`src/core/icu_pkg.sv`:
```
// constants and types shared by the internal clock unit
package icu_pkg;

   // ************************************************************
   // register offsets on the plain register port
   // ************************************************************
   localparam logic [1:0] ADDR_SOURCE_CONTROL = 2'h0;
   localparam logic [1:0] ADDR_DIVIDER_CONTROL = 2'h1;
   localparam logic [1:0] ADDR_PERIOD_ADJUST = 2'h2;
   localparam logic [1:0] ADDR_STATUS_FINE_ADJUST = 2'h3;

   // ************************************************************
   // field positions
   // ************************************************************
   localparam int SRC_SEL_BIT = 6;
   localparam int REF_KEEP_BIT = 0;
   localparam int DIV_MSB = 7;
   localparam int DIV_LSB = 6;
   localparam int LOOP_OFF_BIT = 3;
   localparam int STATUS_BIT = 2;
   localparam int FINE_BIT = 0;

   // ************************************************************
   // values after reset
   // ************************************************************
   localparam logic SRC_SEL_RESET = 1'b0;
   localparam logic REF_KEEP_RESET = 1'b0;
   localparam logic [1:0] DIV_RESET = 2'h1;
   localparam logic LOOP_OFF_RESET = 1'b0;
   localparam logic [7:0] TRIM_POR = 8'h80;
   localparam logic FINE_POR = 1'b0;

   // ************************************************************
   // oscillator model constants, reference base period in cycles of clk
   // ************************************************************
   localparam logic [11:0] REF_BASE_CYCLES = 12'h600;
   localparam logic [9:0] LOOP_MULT = 10'h200;
   localparam logic [15:0] NCO_INC_RESET = 16'h4000;
   localparam int LOOP_GAIN_SHIFT = 5;

   // ************************************************************
   // operating modes
   // ************************************************************
   typedef enum logic [1:0] {
      MODE_LOOP_ENGAGED,
      MODE_LOOP_BYPASSED,
      MODE_BYPASS_LOW_POWER,
      MODE_STOP
   } icu_mode_type;

endpackage : icu_pkg

```
`src/core/icu_ref_osc.sv`:
```
// trimmable internal reference oscillator, modelled as a tick train
`timescale 1ns/1ps
`default_nettype none
module icu_ref_osc (
   input wire logic clk,
   input wire logic reset,
   input wire logic enable,
   input wire logic [8:0] trim9,
   output logic tick
);

   typedef struct packed {
      logic [11:0] cnt;
      logic tick;
   } icu_ref_state_type;

   icu_ref_state_type s_reg;
   icu_ref_state_type s_next;
   logic [11:0] period;

   // larger trim gives a longer period, fine bit is the lsb
   assign period = icu_pkg::REF_BASE_CYCLES + {3'h0, trim9};

   // ************************************************************
   // period counter
   // ************************************************************
   always_comb begin
      s_next = s_reg;
      s_next.tick = 1'b0;
      if (!enable) begin
         s_next.cnt = 12'h000;
      end else if (s_reg.cnt >= period - 12'h001) begin
         s_next.cnt = 12'h000;
         s_next.tick = 1'b1;
      end else begin
         s_next.cnt = s_reg.cnt + 12'h001;
      end
   end

   always_ff @(posedge clk) begin
      if (reset) begin
         s_reg <= '0;
      end else begin
         s_reg <= s_next;
      end
   end

   assign tick = s_reg.tick;

endmodule : icu_ref_osc
`default_nettype wire

```
`src/core/icu_fll.sv`:
```
// frequency-locked loop: nco locked to a multiple of the reference ticks
`timescale 1ns/1ps
`default_nettype none
module icu_fll (
   input wire logic clk,
   input wire logic reset,
   input wire logic enable,
   input wire logic ref_tick,
   output logic dco_tick
);

   typedef struct packed {
      logic [15:0] acc;
      logic [15:0] inc;
      logic [9:0] cnt;
      logic tick;
   } icu_fll_state_type;

   icu_fll_state_type s_reg;
   icu_fll_state_type s_next;
   logic [16:0] sum;
   logic signed [11:0] err;
   logic signed [18:0] adj;

   // ************************************************************
   // nco and frequency comparison
   // ************************************************************
   always_comb begin
      s_next = s_reg;
      s_next.tick = 1'b0;
      sum = {1'b0, s_reg.acc} + {1'b0, s_reg.inc};
      err = $signed({2'b00, icu_pkg::LOOP_MULT}) - $signed({2'b00, s_reg.cnt});
      adj = $signed({3'b000, s_reg.inc}) + 19'(err <<< icu_pkg::LOOP_GAIN_SHIFT);
      if (enable) begin
         s_next.acc = sum[15:0];
         s_next.tick = sum[16];
         if (sum[16] && s_reg.cnt != 10'h3ff) begin
            s_next.cnt = s_reg.cnt + 10'h001;
         end
         // steer toward the multiple of the reference per period
         if (ref_tick) begin
            s_next.cnt = 10'h000;
            if (adj < 19'sd1) begin
               s_next.inc = 16'h0001;
            end else if (adj > 19'sd65535) begin
               s_next.inc = 16'hffff;
            end else begin
               s_next.inc = adj[15:0];
            end
         end
      end
   end

   // the acquired increment is held while the loop is off
   always_ff @(posedge clk) begin
      if (reset) begin
         s_reg <= '{acc: 16'h0000, inc: icu_pkg::NCO_INC_RESET, cnt: 10'h000, tick: 1'b0};
      end else begin
         s_reg <= s_next;
      end
   end

   assign dco_tick = s_reg.tick;

endmodule : icu_fll
`default_nettype wire

```
`src/core/icu_clock_unit.sv`:
```
// internal clock unit: registers, modes, source switch and bus divider
//
// Notes on behaviour
// - system clock from loop or reference
// - system clock runs at twice bus rate
// - loop locks to 512 times reference
// - reset brings up loop-engaged mode
// - bypassed mode keeps loop on, reference out
// - low-power bypass turns loop off
// - stop kills loop and clock, reference optional
// - source select bit 6 of source_control
// - ref_stop_keep bit 0 keeps reference in stop
// - divider bits 7:6 give 1,2,4,8, reset 01
// - loop_off_in_bypass bit 3 disables loop
// - coarse period trim, larger means longer
// - nine trim bits in all
// - fine_adjust bit 0 is the smallest step
// - source_status bit 2 lags source select
// - divider change takes effect at once
// - wake from stop enters the mode the control bits select
// - trims survive every reset except power-on
`timescale 1ns/1ps
`default_nettype none
module icu_clock_unit (
   input wire logic clk,
   input wire logic reset,
   input wire logic power_on_reset,
   input wire logic [1:0] address,
   input wire logic [7:0] write_data,
   input wire logic write_strobe,
   input wire logic read_strobe,
   output logic [7:0] read_data,
   input wire logic stop_entry,
   input wire logic stop_wake,
   output logic system_clock_out,
   output logic bus_clock_tick,
   output logic ref_clock_tick,
   output logic loop_enabled,
   output logic source_status,
   output icu_pkg::icu_mode_type mode
);

   // ************************************************************
   // state of the unit
   // ************************************************************
   typedef struct packed {
      logic source_select;
      logic ref_stop_keep;
      logic [1:0] bus_divider_select;
      logic loop_off_in_bypass;
      logic [7:0] period_adjust;
      logic fine_adjust;
      logic sel_meta;
      logic sel_sync;
      logic active_src;
      icu_pkg::icu_mode_type mode;
      logic [7:0] rdata;
      logic [2:0] div_cnt;
      logic sys_tick;
      logic bus_phase;
      logic bus_tick;
   } icu_state_type;

   icu_state_type s_reg;
   icu_state_type s_next;

   logic ref_tick;
   logic dco_tick;
   logic ref_enable;
   logic loop_enable;
   logic raw_tick;
   logic new_src_tick;
   logic [2:0] div_mask;
   icu_pkg::icu_mode_type run_mode;

   // ************************************************************
   // oscillators
   // ************************************************************

   // reference runs except in stop without the keep bit
   assign ref_enable = (s_reg.mode != icu_pkg::MODE_STOP) || s_reg.ref_stop_keep;

   // loop runs only in engaged and plain bypassed modes
   assign loop_enable = (s_reg.mode == icu_pkg::MODE_LOOP_ENGAGED)
      || (s_reg.mode == icu_pkg::MODE_LOOP_BYPASSED);

   icu_ref_osc u_ref_osc (
      .clk(clk),
      .reset(reset),
      .enable(ref_enable),
      .trim9({s_reg.period_adjust, s_reg.fine_adjust}),
      .tick(ref_tick)
   );

   icu_fll u_fll (
      .clk(clk),
      .reset(reset),
      .enable(loop_enable),
      .ref_tick(ref_tick),
      .dco_tick(dco_tick)
   );

   // ************************************************************
   // mode decode and source selection
   // ************************************************************

   // running mode follows the control bits
   always_comb begin
      if (!s_reg.source_select) begin
         run_mode = icu_pkg::MODE_LOOP_ENGAGED;
      end else if (s_reg.loop_off_in_bypass) begin
         run_mode = icu_pkg::MODE_BYPASS_LOW_POWER;
      end else begin
         run_mode = icu_pkg::MODE_LOOP_BYPASSED;
      end
   end

   // ticks of the source now in use, none in stop
   assign raw_tick = (s_reg.mode != icu_pkg::MODE_STOP)
      && (s_reg.active_src ? ref_tick : dco_tick);

   // tick of the source being switched to
   assign new_src_tick = s_reg.sel_sync ? ref_tick : dco_tick;

   // divider mask: 000, 001, 011, 111
   always_comb begin
      unique case (s_reg.bus_divider_select)
         2'h0: div_mask = 3'h0;
         2'h1: div_mask = 3'h1;
         2'h2: div_mask = 3'h3;
         2'h3: div_mask = 3'h7;
      endcase
   end

   // ************************************************************
   // next state
   // ************************************************************
   always_comb begin
      s_next = s_reg;
      s_next.rdata = 8'h00;
      s_next.sys_tick = 1'b0;
      s_next.bus_tick = 1'b0;

      // register writes, unused bits dropped
      if (write_strobe) begin
         unique case (address)
            icu_pkg::ADDR_SOURCE_CONTROL: begin
               s_next.source_select = write_data[icu_pkg::SRC_SEL_BIT];
               s_next.ref_stop_keep = write_data[icu_pkg::REF_KEEP_BIT];
            end
            icu_pkg::ADDR_DIVIDER_CONTROL: begin
               s_next.bus_divider_select =
                  write_data[icu_pkg::DIV_MSB:icu_pkg::DIV_LSB];
               s_next.loop_off_in_bypass = write_data[icu_pkg::LOOP_OFF_BIT];
            end
            icu_pkg::ADDR_PERIOD_ADJUST: begin
               s_next.period_adjust = write_data;
            end
            icu_pkg::ADDR_STATUS_FINE_ADJUST: begin
               s_next.fine_adjust = write_data[icu_pkg::FINE_BIT];
            end
         endcase
      end

      // register reads, data stand for one cycle
      if (read_strobe) begin
         unique case (address)
            icu_pkg::ADDR_SOURCE_CONTROL: begin
               s_next.rdata[icu_pkg::SRC_SEL_BIT] = s_reg.source_select;
               s_next.rdata[icu_pkg::REF_KEEP_BIT] = s_reg.ref_stop_keep;
            end
            icu_pkg::ADDR_DIVIDER_CONTROL: begin
               s_next.rdata[icu_pkg::DIV_MSB:icu_pkg::DIV_LSB] = s_reg.bus_divider_select;
               s_next.rdata[icu_pkg::LOOP_OFF_BIT] = s_reg.loop_off_in_bypass;
            end
            icu_pkg::ADDR_PERIOD_ADJUST: begin
               s_next.rdata = s_reg.period_adjust;
            end
            icu_pkg::ADDR_STATUS_FINE_ADJUST: begin
               s_next.rdata[icu_pkg::STATUS_BIT] = s_reg.active_src;
               s_next.rdata[icu_pkg::FINE_BIT] = s_reg.fine_adjust;
            end
         endcase
      end

      // select bit crosses into the switch logic through two stages
      s_next.sel_meta = s_reg.source_select;
      s_next.sel_sync = s_reg.sel_meta;

      // hand over only on an edge of the new source
      if (s_reg.sel_sync != s_reg.active_src && new_src_tick
            && s_reg.mode != icu_pkg::MODE_STOP) begin
         s_next.active_src = s_reg.sel_sync;
      end

      // stop entry, wake and normal mode tracking
      if (s_reg.mode == icu_pkg::MODE_STOP) begin
         if (stop_wake) begin
            s_next.mode = run_mode;
         end
      end else if (stop_entry) begin
         s_next.mode = icu_pkg::MODE_STOP;
      end else begin
         s_next.mode = run_mode;
      end

      // divider: mask taken live, so a new setting acts at once
      if (raw_tick) begin
         s_next.div_cnt = s_reg.div_cnt + 3'h1;
         s_next.sys_tick = ((s_reg.div_cnt & div_mask) == div_mask);
      end

      // bus clock is every second system tick
      if (s_reg.sys_tick) begin
         s_next.bus_phase = ~s_reg.bus_phase;
         s_next.bus_tick = s_reg.bus_phase;
      end
   end

   // ************************************************************
   // state register
   // ************************************************************

   // trims kept through reset, loaded only at power-on
   always_ff @(posedge clk) begin
      if (power_on_reset || reset) begin
         s_reg.source_select <= icu_pkg::SRC_SEL_RESET;
         s_reg.ref_stop_keep <= icu_pkg::REF_KEEP_RESET;
         s_reg.bus_divider_select <= icu_pkg::DIV_RESET;
         s_reg.loop_off_in_bypass <= icu_pkg::LOOP_OFF_RESET;
         s_reg.sel_meta <= icu_pkg::SRC_SEL_RESET;
         s_reg.sel_sync <= icu_pkg::SRC_SEL_RESET;
         s_reg.active_src <= icu_pkg::SRC_SEL_RESET;
         s_reg.mode <= icu_pkg::MODE_LOOP_ENGAGED;
         s_reg.rdata <= 8'h00;
         s_reg.div_cnt <= 3'h0;
         s_reg.sys_tick <= 1'b0;
         s_reg.bus_phase <= 1'b0;
         s_reg.bus_tick <= 1'b0;
         if (power_on_reset) begin
            s_reg.period_adjust <= icu_pkg::TRIM_POR;
            s_reg.fine_adjust <= icu_pkg::FINE_POR;
         end else begin
            s_reg.period_adjust <= s_reg.period_adjust;
            s_reg.fine_adjust <= s_reg.fine_adjust;
         end
      end else begin
         s_reg <= s_next;
      end
   end

   // ************************************************************
   // outputs
   // ************************************************************
   assign read_data = s_reg.rdata;
   assign system_clock_out = s_reg.sys_tick;
   assign bus_clock_tick = s_reg.bus_tick;
   assign ref_clock_tick = ref_tick;
   assign loop_enabled = loop_enable;
   assign source_status = s_reg.active_src;
   assign mode = s_reg.mode;

endmodule : icu_clock_unit
`default_nettype wire

```
`config.mk`:
```
export PLATFORM = sky130hd
export DESIGN_NAME = icu_clock_unit
export DESIGN_NICKNAME = d
export VERILOG_FILES = /design/src/core/icu_pkg.sv /design/src/core/icu_ref_osc.sv /design/src/core/icu_fll.sv /design/src/core/icu_clock_unit.sv
export SDC_FILE = /design/constraint.sdc
export NUM_CORES = 1
export LEC_CHECK = 0
export BUFFER_PORTS_ARGS = -buffer_cell sky130_fd_sc_hd__buf_2
export CAP_MARGIN = 30
export CORE_ASPECT_RATIO = 1.4
export CORE_UTILIZATION = 60
export DETAILED_ROUTE_END_ITERATION = 7
export PLACE_DENSITY = 0.8
export SETUP_SLACK_MARGIN = 0.4
export SYNTH_ARGS = -nofsm -noshare
export SYNTH_HDL_FRONTEND = slang
export SYNTH_SLANG_ARGS = --single-unit
```
`constraint.sdc`:
```
create_clock -name clk -period 3.56 [get_ports clk]
set_input_delay 0.712 -clock clk [delete_from_list [all_inputs] [get_ports clk]]
set_output_delay 0.712 -clock clk [all_outputs]
set_load 0.02 [all_outputs]
```
## Word-level counts from Yosys, hierarchy flattened

Index checks and enable logic that the tools add are counted.

| storage, ports and cells | value |
|---|---|
| output and inout port bits | 15 |
| logic and storage cells | 111 |
| input port bits | 17 |
| register bits after elaboration | 89 |

| cells by class | value |
|---|---|
| multiplexer cells | 29 |
| add/sub/neg operators | 8 |
| bitwise gates (word level) | 8 |
| reductions and logical operators | 27 |
| magnitude comparators | 3 |
| equal/unequal tests | 14 |

Operator list:

| kind | count |
|---|---|
| 16-bit two-way mux | 2 |
| 28-bit two-way mux | 1 |
| 10-bit two-way mux | 2 |
| 19-bit by 17-bit > comparator with 1-bit output (second input constant) | 1 |
| 19-bit by 2-bit < comparator with 1-bit output (second input constant) | 1 |
| 17-bit by 16-bit adder with 18-bit output | 1 |
| 9-bit two-way mux | 2 |
| 16-bit by 16-bit adder with 17-bit output | 1 |
| 8-bit two-way mux | 2 |
| 2-bit two-way mux | 7 |
| 11-bit by 9-bit adder with 12-bit output (first input constant) | 1 |
| 12-bit by 1-bit adder with 12-bit output (second input constant) | 1 |
| 12-bit greater-or-equal comparator | 1 |
| 3-bit case mux with 4 select lines | 1 |
| 12-bit by 1-bit subtractor with 12-bit output (second input constant) | 1 |
| 10-bit by 10-bit subtractor with 11-bit output (first input constant) | 1 |
| 10-bit by 1-bit adder with 10-bit output (second input constant) | 1 |
| 2-bit == test (second input constant) | 5 |
| 10-bit inequality test (second input constant) | 1 |
| 2-bit OR reduction | 5 |
| 2-bit AND reduction | 4 |
| 2-bit nonzero test | 4 |
| 1-bit inverter | 7 |
| 2-bit by 1-bit == test with 1-bit output (second input constant) | 3 |
| other kinds (14) | 33 |

## Logic depth before layout (Yosys ltp)

| logic depth | value |
|---|---|
| depth after elaboration | 6 |
| depth in mapped cells | 14 |
| gate-level depth less buffers | 14 |

## Cells and area by module

Synthesis repeated with hierarchy kept, for this count alone.

| second synthesis, totals | value |
|---|---|
| cells, all modules | 647 |
| area, all modules | 5546.6 µm² |

By module, submodules not included:

| module | area an instance (µm²) | sequential area each (µm²) | instances | cells each |
|---|---|---|---|---|
| icu_fll | 3224.3 | 800.8 | 1 | 403 |
| icu_clock_unit | 1412.6 | 750.7 | 1 | 138 |
| icu_ref_osc | 909.6 | 260.2 | 1 | 106 |

## Worst setup path before layout

No wires, ideal clock.

| path | value |
|---|---|
| kind | register to register |
| start | reg u_fll.s_reg[1] (netlist name) |
| end | reg u_fll.s_reg[24] (netlist name) |
| path buffers | 0 |
| required time | 3.417 ns |
| clock period less this slack | 3.266 ns |
| setup slack | 0.294 ns |
| library setup time | 0.143 ns |
| arrival time | 3.123 ns |
| cell stages (with the launch flop) | 13 |
| path through | dfxtp_1 inv_1 ha_1 nand2_2 or3_4 nor3_1 xnor2_1 ha_1 a2111o_1 o21ai_1 a211oi_1 nor4_2 o31ai_1 |

| between the ends | value |
|---|---|
| word-level cells in the longest chain between the ends | 5 |
| elaborated cells on any way between the ends | 6 |
| classes of those cells | add/sub (2); order compare (2); mux (2) |

RTL lines:

| element | RTL line | source |
|---|---|---|
| from (decl) | icu_fll.sv:19 | `icu_fll_state_type s_reg;` |
| from (signal assigned) | icu_fll.sv:57 | `s_reg <= '{acc: 16'h0000, inc: icu_pkg::NCO_INC_RESET, cnt: 10'h000, tick: 1'b0};` |
| from (signal assigned) | icu_fll.sv:59 | `s_reg <= s_next;` |
| 10-bit by 10-bit subtractor with 11-bit output (*) | icu_fll.sv:32 | `err = $signed({2'b00, icu_pkg::LOOP_MULT}) - $signed({2'b00, s_reg.cnt});` |
| 17-bit by 16-bit adder with 18-bit output (*) | icu_fll.sv:33 | `adj = $signed({3'b000, s_reg.inc}) + 19'(err <<< icu_pkg::LOOP_GAIN_SHIFT);` |
| 19-bit by 17-bit > comparator with 1-bit output | icu_fll.sv:45 | `end else if (adj > 19'sd65535) begin` |
| 16-bit two-way mux | icu_fll.sv:45 |  |
| 16-bit two-way mux (*) | icu_fll.sv:43 | `if (adj < 19'sd1) begin` |

Mark *: on every way between the ends. The rest lies on a longest branch, timed or not.
A chain may end at the register's enable or synchronous reset.

## Worst setup path after layout

| path | value |
|---|---|
| start | reg u_fll.s_reg[2] (netlist name) |
| end | reg u_fll.s_reg[11] (netlist name) |

Same word-level chain as after synthesis.

==> out/qor.csv <==
metric,value,unit
outcome,"finished, final reports clean",
"commonest non-fill, non-tap cell in the layout",dfxtp_1,
Pwr Total,0.00255,W
CTS max path bufs,2,
Crit Path Category,flip-flop to flip-flop,
Switching Fraction,0.295,
first-pass GRT wire length,22.3,mm
starting density of the core,0.630,
Die Ht,115,microns
total routed wirelength,14.1,mm
dominant cell type by area after synthesis,dfxtp_1,
Slew headroom,0.429,
GR Util All Layers,0.290,
number of flip-flops in the largest register,39,
syn avg cell area,8.49,sq um
Power Dens Cells,400,mW/mm^2
post-synth top area share,0.281,
maximum clock rate,309,MHz
worst path cell trace,inv_2 > ha_4 > nand2_4 > or3_4 > nor3_4 > xnor2_2 > ha_1 > a2111o_1 > o21ai_2 > buf_6 > o31a_1 > nor4_4 > buf_4 > o41a_1,
"top cells by area, synth","dfxtp_1 (28%), ha_1 (12%), edfxtp_1 (4.9%), a21oi_1 (3.8%), nand2_1 (3.6%)",
met1 GRT Util,0.310,
internal power,0.00179,W
core box area,0.00871,sq mm
post-route ant nets,0,
WL per Instance,17.7,microns
critical path's largest stage delay,0.38,ns
Setup Skew,0.00748,ns
synthesized area,0.00549,sq mm
root buffer cell,clkbuf_16,
CP arrival,3.46,ns
# fillers,647,
met2 Use GR,0.540,
hold path start,s_next[17],
Worst Hold Class,flip-flop to flip-flop,
# Max-Cap Violations,0,
synthesized netlist net count,717,
part of the cycle the worst path needs,0.909,
Setup-failing EPs final,0,
GR Util met3,0.0416,
Max VDD drop,0.351,mV
"Req. time, crit path",3.78,ns
Sink Count,86,
sequential area share after synthesis,0.330,
most frequent cells in the layout,"dfxtp_1 (74), nand2_1 (52), nor2_1 (51)",
post-layout min period,3.23,ns
Yosys reg bits,86,
"Reg clk slew, reported paths",0.07,ns
Comb power frac,0.208,
grt ovf,0,
CTS buffer count,9,
Die Width,82.8,microns
vias per cell,6.35,
gr busiest metal,met2,
Synth Warn #,0,
largest net degree at the start of global routing,37,
Crit Path Max Fanout,5,
Synth Instances,647,
Core Rows,40,
vias in the first global route,4751,
DP Wirelength,9.56,mm
Netlist cell types,67,
fin. max-slew vios,0,
WHS Endpoint,s_reg[17],
Initial DRC Count,401,
hold path cells,1,
H-tree levels,3,
async set or reset register ratio after synthesis,0,
GPL Wtd Cong,0.914,
Net Sw Power,0.000752,W
layout cells sized above 1,0.173,
"Area growth, synth to finish",16.0,%
worst reg2reg endpoint,u_fll.s_reg[11],
critical path's slowest cell,a2111o_1,
worst skew pair latency,0.34,ns
sequential share of power,0.405,
Post-synth EDFFs,9,
Clock Power Share,0.388,
count of input and output buffers,31,
CTS tree,done,
Worst Setup Start Kind,flip-flop,
"reg-to-reg slack, setup",0.33,ns
Most used DFF post-synth,dfxtp_1,
R2R depth,14,
initial antenna violation count,0,
Leak,2.63,nW
die footprint,0.00954,sq mm
antenna cell count,0,
io pins,32,
worst slew pin tran,0.854,ns
Hold Buf Count CTS,0,
Vias,5065,
Total Nets Final,758,
drt pass-1 iters,5,
Final Hold Vio Count,0,
Worst setup EP type,flip-flop,
Remaining DRCs,0,
RSZ-0062 raised after global routing,true,
Setup TNS Final,0,ns
Reg2Reg Launch Point,u_fll.s_reg[2],
-- how the worst max path moves through the flow --
stage / slack [ns] / cells past startpoint / to / from
2_1_floorplan: 0.40 / 13 / u_fll.s_reg[11] / u_fll.s_reg[1]
3_3_place_gp: 0.29 / 14 / u_fll.s_reg[11] / u_fll.s_reg[2]
3_5_place_dp: 0.19 / 14 / u_fll.s_reg[11] / u_fll.s_reg[2]
4_1_cts: 0.33 / 14 / u_fll.s_reg[11] / u_fll.s_reg[2]
5_1_grt: 0.24 / 14 / u_fll.s_reg[11] / u_fll.s_reg[1]
6_report: 0.33 / 14 / u_fll.s_reg[11] / u_fll.s_reg[2]
-- worst max-delay path, delay by kind of cell, from the launching register on --
| family | cells | cell delay, ns |
|---|---|---|
| AOI/OAI and AO/OA | 4 | 1.14 |
| xor gates and xnor gates | 1 | 0.14 |
| adders and majority gates | 2 | 0.44 |
| buffers and inverters | 3 | 0.40 |
| DFF | 1 | 0.33 |
| and+or+nand+nor | 4 | 0.68 |
-- cell usage after synthesis (all sizes together), types with 9 or more instances --
cell     n
inv     34
and3     9
o31ai    9
a211oi  20
nor2b    9
xnor2   19
dfxtp   77
a21oi   42
and2    11
clkbuf  20
buf     12
ha      51
nor3    23
nand2   54
xor2    22
edfxtp   9
or3     10
nand3   36
a21o     9
nor2    53
o21ai   27
-- cell families after synthesis --
group | Yosys count | share of synthesized area
AND/OR/NAND/NOR | 237 | 0.218
adder cells (fa/ha/maj) | 53 | 0.124
AO/OA/AOI/OAI | 159 | 0.200
buffers and inverters | 67 | 0.0547
XOR/XNOR | 41 | 0.0668
multiplexers | 4 | 0.00729
flip-flops | 86 | 0.330
-- layout make-up --
class	instances	area, sq um	area share
sequential	86	1820	0.285
inverter	35	131	0.0206
tap	105	131	0.0206
clock inverter	7	85.1	0.0134
multi-input combinational	495	3580	0.562
clock buffer	9	225	0.0354
timing repair buffer	61	399	0.0627
-- routing by layer --
layer	wire length (microns)	share of wire
met5	0	0
met4	648	0.046
met3	646	0.046
met2	7430	0.53
met1	5370	0.38
-- metrics by stage --
stage / cells / utilization / setup slack, ns / hold slack (ns) / area [sq um]
after global placement: 762 / 0.655 / 0.293 / 0.421 / 5700
after floorplan: 647 / - / 0.403 / 0.406 / 5500
final: 798 / 0.731 / 0.325 / 0.439 / 6370
after global routing: 798 / 0.731 / 0.238 / 0.460 / 6370
after detailed placement: 762 / 0.655 / 0.193 / 0.415 / 5700
after CTS: 794 / 0.713 / 0.334 / 0.438 / 6210
-- what timing repair did --
| action | 4_1_cts | 5_1_grt |
|---|---|---|
| pin swaps | 17 | 19 |
| gates cloned | 2 | 0 |
| setup endpoints to repair | 12 | 21 |
| buffers inserted | 14 | 4 |
| gates resized for setup | 20 | 28 |
-- power groups by stage --
| stage | clock network (W) | registers, W | logic, W |
|---|---|---|---|
| after global placement | 0 | 0.00105 | 0.000387 |
| after CTS | 0.000991 | 0.00103 | 0.000435 |
| after floorplan | 0 | 0.00104 | 0.000301 |
| after detailed placement | 0 | 0.00105 | 0.000399 |
| final | 0.000987 | 0.00103 | 0.000528 |
| after global routing | 0.00104 | 0.00103 | 0.000570 |
Power figures use the tool's default switching activity.
